===== src/design/irq_prio_pkg.sv =====
// constants for the priority level registers six to ten
// used by the register block and its word module only; the bench hard-codes its values; no other dependencies
package irq_prio_pkg;

  localparam int unsigned NUM_REGS     = 5;
  localparam int unsigned FIELDS_PER   = 4;
  localparam int unsigned LEVEL_W      = 3;
  localparam int unsigned REG_W        = 16;
  localparam int unsigned ADDR_W       = 4;
  localparam int unsigned NUM_SRC      = NUM_REGS * FIELDS_PER;

  // word offsets on the avalon slave, one 32-bit word each
  localparam logic [ADDR_W-1:0] OFF_PRIO_CTRL_6  = 4'h0;
  localparam logic [ADDR_W-1:0] OFF_PRIO_CTRL_7  = 4'h1;
  localparam logic [ADDR_W-1:0] OFF_PRIO_CTRL_8  = 4'h2;
  localparam logic [ADDR_W-1:0] OFF_PRIO_CTRL_9  = 4'h3;
  localparam logic [ADDR_W-1:0] OFF_PRIO_CTRL_10 = 4'h4;
  localparam logic [ADDR_W-1:0] OFF_STATUS       = 4'h5;

  // field positions (lsb) inside a register
  localparam int unsigned FLD0_LSB = 0;
  localparam int unsigned FLD1_LSB = 4;
  localparam int unsigned FLD2_LSB = 8;
  localparam int unsigned FLD3_LSB = 12;

  // implemented bits of every register
  localparam logic [REG_W-1:0] IMPL_MASK   = 16'h7777;
  localparam logic [REG_W-1:0] RESET_VALUE = 16'h4444;

  localparam logic [LEVEL_W-1:0] LEVEL_OFF  = 3'h0;
  localparam logic [LEVEL_W-1:0] LEVEL_LOW  = 3'h1;
  localparam logic [LEVEL_W-1:0] LEVEL_HIGH = 3'h7;

  localparam logic [31:0] UNMAPPED_READ = 32'h0000_0000;

endpackage


===== src/design/irq_prio_regs.sv =====
// priority level registers six to ten of the interrupt controller
// avalon-mm slave on core_clk; arbitration logic reads the level and enable outputs
// Summary of operation
// - A field holding 111 places its source at level seven, the highest.
// - Code 001 is level one, the lowest enabled, and codes between map to levels two to six.
// - Code 000 disables the source so that it never asks for service.
// - Every unimplemented bit reads as zero.
// - After reset each field holds 100, level four.
// - Fields sit at bits 14-12, 10-8, 6-4 and 2-0; bits 15, 11, 7 and 3 are unused.
// - Register six holds timer four, output compare four and three, dma channel two done.
// - Register seven holds uart two transmit and receive, external irq two and timer five.
// - Register eight holds can one events, can one receive ready, spi two events and errors.
// - Register nine holds input capture five, four, three and dma channel three done.
// - Register ten holds output compare seven, six, five and input capture six.
//
// Design decisions made here: the Avalon-MM register port and the address map.
`timescale 1ns/10ps
`default_nettype none

module irq_prio_regs (
  // clock and reset
  input  wire logic        core_clk,
  input  wire logic        rst_n,
  // avalon-mm slave
  input  wire logic [3:0]  avs_address,
  input  wire logic        avs_read,
  input  wire logic        avs_write,
  input  wire logic [31:0] avs_writedata,
  input  wire logic [3:0]  avs_byteenable,
  output logic      [31:0] avs_readdata,
  output logic             avs_waitrequest,
  // register six
  output logic      [2:0]  timer4_level,
  output logic      [2:0]  outcmp4_level,
  output logic      [2:0]  outcmp3_level,
  output logic      [2:0]  dma_ch2_done_level,
  // register seven
  output logic      [2:0]  uart2_tx_level,
  output logic      [2:0]  uart2_rx_level,
  output logic      [2:0]  ext_irq2_level,
  output logic      [2:0]  timer5_level,
  // register eight
  output logic      [2:0]  can1_event_level,
  output logic      [2:0]  can1_rx_ready_level,
  output logic      [2:0]  spi2_event_level,
  output logic      [2:0]  spi2_error_level,
  // register nine
  output logic      [2:0]  incap5_level,
  output logic      [2:0]  incap4_level,
  output logic      [2:0]  incap3_level,
  output logic      [2:0]  dma_ch3_done_level,
  // register ten
  output logic      [2:0]  outcmp7_level,
  output logic      [2:0]  outcmp6_level,
  output logic      [2:0]  outcmp5_level,
  output logic      [2:0]  incap6_level,
  // per source enable, bit 19 is timer4 down to bit 0 incap6
  output logic      [19:0] src_enable
);

  typedef enum logic [0:0] {
    BUS_IDLE,
    BUS_DONE
  } bus_state_e;

  bus_state_e                   bus_state_r;
  bus_state_e                   bus_state_nxt;
  logic [15:0]                  prio_r   [irq_prio_pkg::NUM_REGS];
  logic [3:0]                   en_part  [irq_prio_pkg::NUM_REGS];
  logic [4:0]                   reg_sel;
  logic                         status_sel;
  logic [4:0]                   wr_sel;
  logic [31:0]                  rdata_r;
  logic [31:0]                  rdata_nxt;
  logic                         wait_r;
  logic                         wait_nxt;
  logic [19:0]                  en_all;
  logic [15:0]                  wmask;
  logic                         req;

  assign req   = avs_read | avs_write;
  assign wmask = {{8{avs_byteenable[1]}}, {8{avs_byteenable[0]}}} & irq_prio_pkg::IMPL_MASK;

  // every offset is decoded by its own name, so the word map need not be consecutive
  always_comb begin
    reg_sel    = 5'h00;
    status_sel = 1'b0;
    case (avs_address)
      irq_prio_pkg::OFF_PRIO_CTRL_6: begin
        reg_sel[0] = 1'b1;
      end
      irq_prio_pkg::OFF_PRIO_CTRL_7: begin
        reg_sel[1] = 1'b1;
      end
      irq_prio_pkg::OFF_PRIO_CTRL_8: begin
        reg_sel[2] = 1'b1;
      end
      irq_prio_pkg::OFF_PRIO_CTRL_9: begin
        reg_sel[3] = 1'b1;
      end
      irq_prio_pkg::OFF_PRIO_CTRL_10: begin
        reg_sel[4] = 1'b1;
      end
      irq_prio_pkg::OFF_STATUS: begin
        status_sel = 1'b1;
      end
      default: begin
        reg_sel    = 5'h00;
        status_sel = 1'b0;
      end
    endcase
  end

  // every access takes one wait cycle, the answer stands at the second edge
  always_comb begin
    bus_state_nxt = bus_state_r;
    wait_nxt      = 1'b1;
    rdata_nxt     = rdata_r;
    wr_sel        = 5'h00;
    case (bus_state_r)
      BUS_IDLE: begin
        if (req) begin
          bus_state_nxt = BUS_DONE;
          wait_nxt      = 1'b0;
          rdata_nxt     = irq_prio_pkg::UNMAPPED_READ;
          // the word takes the write at this edge, so levels move at the same edge that drops waitrequest
          if (avs_write) begin
            wr_sel = reg_sel;
          end
          for (int i = 0; i < irq_prio_pkg::NUM_REGS; i++) begin
            if (reg_sel[i]) begin
              rdata_nxt = {16'h0000, prio_r[i] & irq_prio_pkg::IMPL_MASK};
            end
          end
          if (status_sel) begin
            rdata_nxt = {12'h000, en_all};
          end
        end
      end
      BUS_DONE: begin
        // master releases the request at this edge
        bus_state_nxt = BUS_IDLE;
        wait_nxt      = 1'b1;
      end
      default: begin
        bus_state_nxt = BUS_IDLE;
      end
    endcase
  end

  always_ff @(posedge core_clk or negedge rst_n) begin
    if (!rst_n) begin
      bus_state_r <= BUS_IDLE;
      wait_r      <= 1'b1;
      rdata_r     <= 32'h0000_0000;
    end else begin
      bus_state_r <= bus_state_nxt;
      wait_r      <= wait_nxt;
      rdata_r     <= rdata_nxt;
    end
  end

  // one word per register; field three of each word drives the highest enable bit of its group
  irq_prio_word #(
    .RESET_WORD (irq_prio_pkg::RESET_VALUE)
  ) slot6 (
    .core_clk (core_clk),
    .rst_n    (rst_n),
    .wr_en    (wr_sel[0]),
    .wr_data  (avs_writedata[15:0]),
    .wr_mask  (wmask),
    .word     (prio_r[0]),
    .enable   (en_part[0])
  );

  irq_prio_word #(
    .RESET_WORD (irq_prio_pkg::RESET_VALUE)
  ) slot7 (
    .core_clk (core_clk),
    .rst_n    (rst_n),
    .wr_en    (wr_sel[1]),
    .wr_data  (avs_writedata[15:0]),
    .wr_mask  (wmask),
    .word     (prio_r[1]),
    .enable   (en_part[1])
  );

  irq_prio_word #(
    .RESET_WORD (irq_prio_pkg::RESET_VALUE)
  ) slot8 (
    .core_clk (core_clk),
    .rst_n    (rst_n),
    .wr_en    (wr_sel[2]),
    .wr_data  (avs_writedata[15:0]),
    .wr_mask  (wmask),
    .word     (prio_r[2]),
    .enable   (en_part[2])
  );

  irq_prio_word #(
    .RESET_WORD (irq_prio_pkg::RESET_VALUE)
  ) slot9 (
    .core_clk (core_clk),
    .rst_n    (rst_n),
    .wr_en    (wr_sel[3]),
    .wr_data  (avs_writedata[15:0]),
    .wr_mask  (wmask),
    .word     (prio_r[3]),
    .enable   (en_part[3])
  );

  irq_prio_word #(
    .RESET_WORD (irq_prio_pkg::RESET_VALUE)
  ) slot10 (
    .core_clk (core_clk),
    .rst_n    (rst_n),
    .wr_en    (wr_sel[4]),
    .wr_data  (avs_writedata[15:0]),
    .wr_mask  (wmask),
    .word     (prio_r[4]),
    .enable   (en_part[4])
  );

  // bit 19 is timer4, bit 0 incap6; every bit comes straight from a word's enable flop
  assign en_all = {en_part[0], en_part[1], en_part[2], en_part[3], en_part[4]};

  assign avs_readdata    = rdata_r;
  assign avs_waitrequest = wait_r;
  assign src_enable      = en_all;

  // field layout, high field first; levels are the codes themselves
  assign timer4_level        = prio_r[0][irq_prio_pkg::FLD3_LSB +: 3];
  assign outcmp4_level       = prio_r[0][irq_prio_pkg::FLD2_LSB +: 3];
  assign outcmp3_level       = prio_r[0][irq_prio_pkg::FLD1_LSB +: 3];
  assign dma_ch2_done_level  = prio_r[0][irq_prio_pkg::FLD0_LSB +: 3];
  assign uart2_tx_level      = prio_r[1][irq_prio_pkg::FLD3_LSB +: 3];
  assign uart2_rx_level      = prio_r[1][irq_prio_pkg::FLD2_LSB +: 3];
  assign ext_irq2_level      = prio_r[1][irq_prio_pkg::FLD1_LSB +: 3];
  assign timer5_level        = prio_r[1][irq_prio_pkg::FLD0_LSB +: 3];
  assign can1_event_level    = prio_r[2][irq_prio_pkg::FLD3_LSB +: 3];
  assign can1_rx_ready_level = prio_r[2][irq_prio_pkg::FLD2_LSB +: 3];
  assign spi2_event_level    = prio_r[2][irq_prio_pkg::FLD1_LSB +: 3];
  assign spi2_error_level    = prio_r[2][irq_prio_pkg::FLD0_LSB +: 3];
  assign incap5_level        = prio_r[3][irq_prio_pkg::FLD3_LSB +: 3];
  assign incap4_level        = prio_r[3][irq_prio_pkg::FLD2_LSB +: 3];
  assign incap3_level        = prio_r[3][irq_prio_pkg::FLD1_LSB +: 3];
  assign dma_ch3_done_level  = prio_r[3][irq_prio_pkg::FLD0_LSB +: 3];
  assign outcmp7_level       = prio_r[4][irq_prio_pkg::FLD3_LSB +: 3];
  assign outcmp6_level       = prio_r[4][irq_prio_pkg::FLD2_LSB +: 3];
  assign outcmp5_level       = prio_r[4][irq_prio_pkg::FLD1_LSB +: 3];
  assign incap6_level        = prio_r[4][irq_prio_pkg::FLD0_LSB +: 3];

endmodule

// one priority word: four level fields behind a lane-masked write port
module irq_prio_word #(
  parameter logic [15:0] RESET_WORD = irq_prio_pkg::RESET_VALUE
) (
  // clock and reset
  input  wire logic        core_clk,
  input  wire logic        rst_n,
  // write port, decoded and lane-masked by the bus slave
  input  wire logic        wr_en,
  input  wire logic [15:0] wr_data,
  input  wire logic [15:0] wr_mask,
  // stored word and one enable per field, field three first
  output logic      [15:0] word,
  output logic      [3:0]  enable
);

  // a field comes out of reset enabled unless its reset code is 000
  localparam logic [3:0] ENABLE_RESET = {
    RESET_WORD[irq_prio_pkg::FLD3_LSB +: 3] != irq_prio_pkg::LEVEL_OFF,
    RESET_WORD[irq_prio_pkg::FLD2_LSB +: 3] != irq_prio_pkg::LEVEL_OFF,
    RESET_WORD[irq_prio_pkg::FLD1_LSB +: 3] != irq_prio_pkg::LEVEL_OFF,
    RESET_WORD[irq_prio_pkg::FLD0_LSB +: 3] != irq_prio_pkg::LEVEL_OFF
  };

  logic [15:0] word_r;
  logic [15:0] word_nxt;
  logic [3:0]  enable_r;
  logic [3:0]  enable_nxt;

  // unused bits never enter the mask, so they keep the zero they reset to
  always_comb begin
    word_nxt = word_r;
    if (wr_en) begin
      word_nxt = (word_r & ~wr_mask) | (wr_data & wr_mask);
    end
    // taken from the next word so that the enable moves in step with the level
    for (int f = 0; f < irq_prio_pkg::FIELDS_PER; f++) begin
      enable_nxt[f] = (word_nxt[4*f +: 3] != irq_prio_pkg::LEVEL_OFF);
    end
  end

  always_ff @(posedge core_clk or negedge rst_n) begin
    if (!rst_n) begin
      word_r   <= RESET_WORD;
      enable_r <= ENABLE_RESET;
    end else begin
      word_r   <= word_nxt;
      enable_r <= enable_nxt;
    end
  end

  assign word   = word_r;
  assign enable = enable_r;

endmodule

`default_nettype wire


===== config.mk =====
export PLATFORM = sky130hd
export DESIGN_NAME = irq_prio_regs
export DESIGN_NICKNAME = d
export VERILOG_FILES = /design/src/design/irq_prio_pkg.sv /design/src/design/irq_prio_regs.sv
export SDC_FILE = /design/constraint.sdc
export NUM_CORES = 1
export LEC_CHECK = 0
export BUFFER_PORTS_ARGS = -buffer_cell sky130_fd_sc_hd__buf_2
export CAP_MARGIN = 10
export CORE_ASPECT_RATIO = 0.6
export CORE_MARGIN = 2
export CORE_UTILIZATION = 54
export CTS_CLUSTER_SIZE = 10
export DETAILED_ROUTE_END_ITERATION = 7
export MAX_ROUTING_LAYER = met4
export PLACE_DENSITY = 0.93
export SLEW_MARGIN = 10
export SYNTH_ARGS = -nofsm -noshare
export SYNTH_HDL_FRONTEND = slang
export SYNTH_SLANG_ARGS = --single-unit

===== constraint.sdc =====
create_clock -name core_clk -period 5.1 [get_ports core_clk]
set_clock_uncertainty 0.15 [all_clocks]
set_input_delay 0 -clock core_clk [delete_from_list [all_inputs] [get_ports core_clk]]
set_output_delay 0 -clock core_clk [all_outputs]
set_load 0.02 [all_outputs]

==> results.py, run 1 <==
metrics = {
    "outcome": {
        "status": "completed",
    },
    "cells_and_area": {
        "fin_nets": 526,
        "syn_to_final_growth_pct": 23.3,
        "n_antenna_cell": 0,
        "final_util_pct": 70.3,
        "layout-drive-gt1-share_pct": 50.3,
    },
    "power": {
        "power_per_cell_area_nw_per_um2": 435,
        "finalPower_uw": 2460,
        "power.leakage_uw": 0.00279,
        "vdd_drop_max_uv": 218,
    },
    "sta": {
        "setup_viol": 0,
        "tns_ps": 0,
        "tightest_slew_ps": 984,
        "period_needed_ps": 2260,
        "slew_headroom_pct": 34.4,
        "finalMaxSlewViolations": 0,
        "finalHoldViolCount": 0,
        "fmax_ghz": 0.442,
        "period_share_pct": 44.3,
        "finalHoldWorstSlack_ps": 63.7,
        "rsz0062_at_grt": "false",
    },
    "worst_setup_path": {
        "crit_path_start_kind": "input pin",
        "crit_chain": "buf_2 > clkinv_1 > nor3_4 > mux2_2",
        "critical-path-slowest-cell": "buf_2",
        "end_kind": "register",
        "cp_slowest_stage_delay_ps": 700,
        "reg2reg_depth": 3,
        "crit_required_ps": 5180,
        "worstSetupPathType": "in -> reg",
        "crit_fanout": 28,
        "critPathArrivalTime_ps": 2340,
    },
    "logic_synthesis": {
        "synth_area_leaders": "dfrtp_1, dfstp_2, mux2_2, mux2i_1, o22ai_1",
        "netlist.top_cell.by_area": "dfrtp_1",
        "synthCells": 350,
        "synthesis.area_um2": 4580,
        "yosysWarnings": 0,
        "synth.avg_cell_area_um2": 13.1,
        "synth_edf_count": 0,
        "ys_ff_latch": 102,
        "synth_top_cell_area_share_pct": 33.3,
        "ys.flop_type": "dfrtp_1",
        "synthArstFlopShare_pct": 100,
        "yosysUniqueCellTypes": 31,
        "synth-seq-area-share_pct": 56.8,
    },
    "routing": {
        "drc": 0,
        "wl_um": 12400,
        "post_drt_wl_per_cell_um": 20.8,
        "dr.pass1.iters": 4,
        "viasPerCell": 5.99,
        "drtIter0Drc": 218,
        "antenna_left": 0,
        "via_count": 3566,
    },
    "floorplan": {
        "core-area_um2": 8040,
        "die_y_um": 75.4,
        "io_pins": 157,
        "rows": 25,
        "dieArea_um2": 9260,
        "die_x_um": 123,
        "initial_core_util_pct": 57.0,
    },
    "clock_tree": {
        "holdBufCountCts": 13,
        "ctsResizeCount": 0,
        "clockBufferDepth": 2,
        "cts_root_buf": "clkbuf_16",
        "clk_pin_slew_ps": 60,
        "post_cts_buffers": 0,
        "cts_buffers": 9,
        "clkSinkCount": 102,
        "clock_latency_ps": 350,
        "cts_htree_levels": 3,
        "cts_tree": "done",
    },
    "place": {
        "io_buffers": 122,
        "place_congestion": 0.897,
        "hpwl_um": 8590,
    },
    "grt": {
        "grt_usage_pct": 29.3,
        "grt-ovfl-total": 0,
        "grt_pass1_vias": 3502,
        "grt_max_degree": 54,
        "antenna_found_initial": 0,
        "grt_pass1_wl_um": 19200,
    },
    "run": {
        "max_cap_violations": 0,
    },
    "worst_hold_path": {
        "min_path_type": "in -> async",
    },
}
## synthesized netlist by cell type (2+ instances only)
cell / count
buf_4: 15
dfstp_2: 41
a21oi_1: 12
a22o_1: 8
nor4_1: 12
mux2_2: 57
o21ai_0: 16
mux2i_1: 28
nor3_1: 8
and3b_1: 2
mux2_1: 3
nand3_1: 2
nor2_1: 2
nand2_1: 13
buf_2: 4
o31ai_1: 4
nor3_4: 6
nand3b_1: 4
o22ai_1: 24
dfrtp_1: 61
o21a_1: 12
clkbuf_1: 7
## cells in the final DEF (no fill, tap or decap), drive strengths merged
cell	n
buf	124
dfrtp	61
mux2	60
dfstp	41
mux2i	28
o22ai	24
o21ai	16
clkbuf	14
nor3	14
nand2	13
dlygate4sd3	13
nor4	12
a21oi	12
o21a	12
conb	12
a22o	8
nand3b	4
o31ai	4
clkinv	3
and3b	2
nand3	2
nor2	2
nor3b	2
or3b	1
or3	1
or2	1
inv	1
## metrics by stage
step                cells  setup WS [ps]  instance area [µm²]
detailed placement    566           2540                 5220
global placement      566           2580                 5220
finish                595           2840                 5650
floorplan             361           3380                 4620
global route          595           2730                 5650
CTS                   595           2890                 5650
## worst max-delay path, delay by kind of cell
kind | cells | cell delay, ps
buffers and inverters | 2 | 1290
multiplexers | 1 | 410
AND/OR/NAND/NOR | 1 | 630
## worst paths after layout
path | from | to | slack, ps
max reg2reg | bus_state_r | slot8.word[8] | 3110
min reg2reg | avs_readdata[13] | avs_readdata[13] | 330
max | avs_address[1] | slot9.word[1] | 2840
min | rst_n | slot9.word[0] | 60
max in group asynchronous | rst_n | avs_readdata[0] | 3640
min in group core_clk | avs_address[0] | avs_readdata[12] | 180
## final cells by class
type,count,area [µm²]
sequential,102,2600
fill,579,2390
multi-input combinational,230,1850
timing repair buffer,137,758
clock buffer,14,284
tap,108,135
clock inverter,2,13.8
inverter,2,7.51
## per-layer routing
layer / part of all wire [%] / track usage, % / vias up
met5: 0 / - / -
met4: 1.1 / 8.43 / 0
met3: 9.3 / 8.16 / 12
met2: 44 / 41.9 / 188
met1: 45 / 41.2 / 1801
li1: - / - / 1565
## state kept, by name, indices dropped and copies added, names as in the netlist
name,cells
slot6.word,12
avs_waitrequest,1
bus_state_r,1
slot7.enable,4
slot8.word,12
slot7.word,12
slot9.enable,4
slot10.word,12
avs_readdata,20
slot8.enable,4
slot9.word,12
slot10.enable,4
slot6.enable,4
## cells by family (layout without fill, tap and decap cells)
group	after synthesis	in the layout	synth area share, %
compound gates	76	76	10.5
buf+inv	29	155	3.71
flops	102	102	56.8
mux	88	88	20.9
other cells	1	12	0.0818
simple gates	54	54	8.03
## where the power goes
| group | internal (µW) | total (µW) | switching, µW |
|---|---|---|---|
| combinational | 236 | 643 | 407 |
| clock | 385 | 670 | 285 |
| sequential | 1020 | 1150 | 131 |
| total | 1640 | 2460 | 823 |
Power figures use the tool's default switching activity.
==> run 2, diff against run 1 <==
Settings changed: CORE_UTILIZATION 54 to 50, PLACE_DENSITY 0.93 to 0.88.
Clock period 5.1 ns to 2.1 ns, I/O delays scaled along.
==> results.py, run 2 (synthesis gave the netlist of run 1 again) <==
metrics = {
    "grt": {
        "grt_max_degree": 48,
        "grt_usage_pct": 26.7,
        "grt-ovfl-total": 0,
        "grt_pass1_wl_um": 19600,
        "grt_pass1_vias": 3588,
        "antenna_found_initial": 0,
    },
    "floorplan": {
        "io_pins": 157,
        "core-area_um2": 8720,
        "die_y_um": 78.2,
        "die_x_um": 128,
        "initial_core_util_pct": 52.6,
        "rows": 26,
        "dieArea_um2": 9970,
    },
    "clock_tree": {
        "cts_root_buf": "clkbuf_16",
        "holdBufCountCts": 14,
        "post_cts_buffers": 0,
        "cts_tree": "done",
        "cts_buffers": 9,
        "clockBufferDepth": 2,
        "clkSinkCount": 102,
        "ctsResizeCount": 0,
        "clock_latency_ps": 350,
        "clk_pin_slew_ps": 70,
        "cts_htree_levels": 3,
    },
    "worst_setup_path": {
        "reg2reg_depth": 3,
        "end_kind": "register",
        "worstSetupPathType": "reg -> reg",
        "crit_path_start_kind": "register",
        "reg2reg_from": "bus_state_r",
        "crit_fanout": 9,
        "ff2ff_setup_slack_ps": 120,
        "setup.worst_path.start": "bus_state_r",
        "critPathArrivalTime_ps": 2070,
        "crit_required_ps": 2190,
    },
    "sta": {
        "period_needed_ps": 1980,
        "finalMaxSlewViolations": 0,
        "setup_viol": 0,
        "finalHoldViolCount": 0,
        "rsz0062_at_grt": "false",
        "tightest_slew_ps": 677,
        "setup_ws_ps": 117,
        "period_share_pct": 94.4,
        "tns_ps": 0,
        "slew_headroom_pct": 54.5,
        "fmax_ghz": 0.504,
    },
    "cells_and_area": {
        "n_antenna_cell": 0,
        "instances_no_fill": 615,
        "multi_input_area_um2": 1850,
        "fin_nets": 542,
        "syn_to_final_growth_pct": 26.8,
        "layout_common_cells": "buf_2, dfrtp_1, mux2_2",
        "layout-drive-gt1-share_pct": 51.9,
        "fill_cells": 684,
        "layout_commonest_cell": "buf_2",
        "largest_reg_flops": 20,
        "ff_latch_area_um2": 2600,
    },
    "power": {
        "power.leakage_uw": 0.00288,
        "vdd_drop_max_uv": 488,
        "power_per_cell_area_nw_per_um2": 1050,
    },
    "routing": {
        "viasPerCell": 5.91,
        "post_drt_wl_per_cell_um": 20.6,
        "drtIter0Drc": 263,
        "wl_um": 12600,
        "via_count": 3636,
        "dr.pass1.iters": 5,
        "drc": 0,
        "antenna_left": 0,
    },
    "place": {
        "post-place-ws_ps": 159,
        "dp.cells": 585,
        "hpwl_um": 9280,
        "io_buffers": 122,
        "place_congestion": 0.886,
    },
    "worst_hold_path": {
        "min_path_type": "in -> async",
    },
    "outcome": {
        "status": "completed",
    },
    "run": {
        "max_cap_violations": 0,
    },
}
[run 2: cell types whose count changed in the layout (fill, tap and decap cells not counted)]
cell           change
clkbuf_8           -2
clkinv_2           -1
clkbuf_1           -1
dlygate4sd3_1      +1
bufinv_16          +1
buf_4             +14
clkinvlp_4         +1
buf_12             +1
inv_6              +2
[run 2: final cells by class]
cell class              instances  share of cell area, %
clock inverters                 5                   1.10
multi-input cells             230                   31.8
repair buffers                153                   15.4
inverters                       2                  0.129
clock buffers                  11                   4.35
flip-flops and latches        102                   44.8
well taps                     112                   2.41
[run 2: power by group]
part / switching, µW / internal [µW]
sequential: 321 / 2470
combinational: 990 / 587
clock: 748 / 999
total: 2060 / 4050
[run 2: path summary, 6_finish.rpt]
kind,end
worst max-delay path,slot8.word[12]
worst min-delay path,avs_readdata[11]
worst max register to register,slot8.word[12]
worst min register to register,avs_readdata[13]
max in group asynchronous,slot7.word[10]
min in group core_clk,avs_waitrequest
[run 2: worst max-delay path, stage by stage (launching register included)]
cell and delay (ps):
dfrtp_1 410, nand3b_1 360, nor3_4 550, mux2_2 410
[run 2: per-layer routing]
layer / vias to the layer above / part of all wire [%] / GRT usage [%]
li1: 1587 / - / -
met1: 1841 / 46 / 37.6
met4: 0 / 1.2 / 5.93
met3: 20 / 8.9 / 7.16
met5: - / 0 / -
met2: 188 / 44 / 39.3
[run 2: stage by stage]
stage | power [µW] | util [%] | cell area [µm²] | hold WS [ps]
final | 6110 | 66.6 | 5810 | 59.9
after global routing | 6360 | 66.6 | 5810 | 93.3
after CTS | 6120 | 66.6 | 5810 | 52.8
after detailed placement | 4360 | 61.4 | 5350 | -116
after global placement | 4300 | 61.4 | 5350 | -123
after floorplan | 3710 | - | 4620 | -446
==> run 3, diff against run 2 <==
Settings changed: CORE_UTILIZATION 50 to 45, PLACE_DENSITY 0.88 to 0.84.
Clock period 2.1 ns to 1.7 ns, I/O delays scaled along.
==> results.py, run 3 (synthesis gave the netlist of run 1 again) <==
metrics = {
    "floorplan": {
        "io_pins": 157,
        "core-area_um2": 9880,
        "die_y_um": 82.2,
        "dieArea_um2": 11000,
        "die_x_um": 134,
        "initial_core_util_pct": 46.4,
        "rows": 28,
    },
    "worst_setup_path": {
        "reg2reg_from": "bus_state_r",
        "setup.worst_path.start": "bus_state_r",
        "r2r_end": "slot9.word[0]",
        "end_kind": "register",
        "crit_path_start_kind": "register",
        "critPathArrivalTime_ps": 1790,
        "crit_fanout": 9,
        "ff2ff_setup_slack_ps": -10,
        "crit_chain": "nand3b_1 > buf_4 > nor3_4 > buf_12 > mux2_2",
        "cp.depth": 5,
        "worstSetupPathType": "reg -> reg",
        "cpLargestDelayFamily": "flip-flops",
        "worst-path-buf-inv": 2,
        "critical-path-slowest-cell": "dfrtp_1",
        "crit_required_ps": 1780,
        "endpoint": "slot9.word[0]",
        "cp_slowest_stage_delay_ps": 420,
        "reg2reg_depth": 5,
    },
    "sta": {
        "slew_headroom_pct": 57.0,
        "setup_ws_ps": -12.4,
        "period_needed_ps": 1710,
        "rsz0062_at_grt": "true",
        "tightest_slew_ps": 640,
        "finalHoldViolCount": 0,
        "period_share_pct": 101,
        "setup_viol": 5,
        "finalMaxSlewViolations": 0,
        "fmax_ghz": 0.584,
    },
    "run": {
        "max_cap_violations": 0,
    },
    "clock_tree": {
        "clock_latency_ps": 350,
        "clk_pin_slew_ps": 70,
        "cts_buffers": 9,
        "clockBufferDepth": 2,
        "cts_htree_levels": 3,
        "clkSinkCount": 102,
        "cts_root_buf": "clkbuf_16",
        "cts_tree": "done",
    },
    "place": {
        "placed_area_um2": 5540,
        "io_buffers": 122,
        "post-place-ws_ps": -15.7,
        "place_congestion": 0.925,
        "hpwl_um": 9330,
    },
    "outcome": {
        "violations": "negative setup slack",
        "status": "complete, but fails checks",
    },
    "cells_and_area": {
        "n_antenna_cell": 0,
        "final_util_pct": 61.2,
        "layout_commonest_cell": "buf_2",
        "fin_nets": 559,
        "largest_reg_flops": 20,
        "syn_to_final_growth_pct": 32.0,
        "layout_common_cells": "buf_2, dfrtp_1, mux2_2",
        "postLayoutCellArea_um2": 6050,
        "layout-drive-gt1-share_pct": 53.5,
    },
    "grt": {
        "grt_usage_pct": 25.6,
        "top_usage_layer": "met1",
        "grt_max_degree": 103,
        "grt_use_met2_pct": 35.5,
        "use_met1_pct": 36.5,
        "grt_pass1_wl_um": 20300,
        "grt-ovfl-total": 0,
        "met3_usage_pct": 7.02,
        "antenna_found_initial": 0,
        "grt_pass1_vias": 3571,
    },
    "routing": {
        "drtIter0Drc": 294,
        "viasPerCell": 5.62,
        "wl_um": 13300,
        "drc": 0,
        "antenna_left": 0,
        "via_count": 3679,
        "dr.pass1.iters": 5,
        "post_drt_wl_per_cell_um": 20.4,
    },
    "power": {
        "vdd_drop_max_uv": 599,
        "power.leakage_uw": 0.00299,
        "power_per_cell_area_nw_per_um2": 1260,
    },
    "worst_hold_path": {
        "min_path_type": "in -> reg",
        "hold_start": "avs_address[2]",
    },
}
-- run 3: changes by cell type in the layout (fill, tap and decap cells not counted), sizes merged --
cell,previous run,this run
buf,139,157
clkinv,2,4
inv,3,2
dlygate4sd3,14,13
clkinvlp,1,0
clkbuf,11,10
bufinv,1,2
-- run 3: per-layer routing --
layer  part of all wire, %  wire [µm]
met2                    43       5770
met3                   9.3       1240
met5                     0          0
met1                    46       6150
met4                   1.4        182
-- run 3: stage by stage --
step	total power, µW	setup TNS, ps	hold slack (ps)	instances
6_report	7650	-38.2	68.7	655
5_1_grt	8000	-497	87.0	655
3_5_place_dp	5420	-36.1	-49.8	620
3_3_place_gp	5350	0	-56.1	620
4_1_cts	7650	0	49.9	652
2_1_floorplan	4580	0	-446	361
-- run 3: worst min-delay path: cells and delay by family --
kind                   cells  cell delay, ps
multiplexers               1              90
buffers and inverters      2             320
AND/OR/NAND/NOR            2             150
-- run 3: where the power goes --
part           total (µW)  internal [µW]  switching [µW]  leakage, µW
sequential           3470           3050             424      0.00124
combinational        1990            752            1230      0.00159
clock                2190           1290             903     0.000157
total                7650           5090            2560      0.00299
-- run 3: final cells by class --
cell class              count  area (µm²)
multi-input cells         230        1860
fillers                   782        3830
well taps                 135         169
clock inverters             6        83.8
clock buffers              10         229
repair buffers            170        1090
flip-flops and latches    102        2600
inverters                   2        7.51
-- run 3: worst min-delay path by stage --
stage / end / slack, ps / cells after the start
floorplan: avs_readdata[0] / -450 / 0
global placement: avs_readdata[16] / -60 / 2
detailed placement: avs_readdata[17] / -50 / 2
CTS: slot7.enable[3] / 50 / 5
global route: slot7.enable[3] / 90 / 5
finish: slot7.enable[3] / 70 / 5
-- run 3: timing repair --
item,CTS,global route
hold endpoints to repair,174,0
setup buffers,3,3
endpoints found under the setup margin,27,23
resized for setup,0,7
pin swaps,0,0
hold buffers,13,0
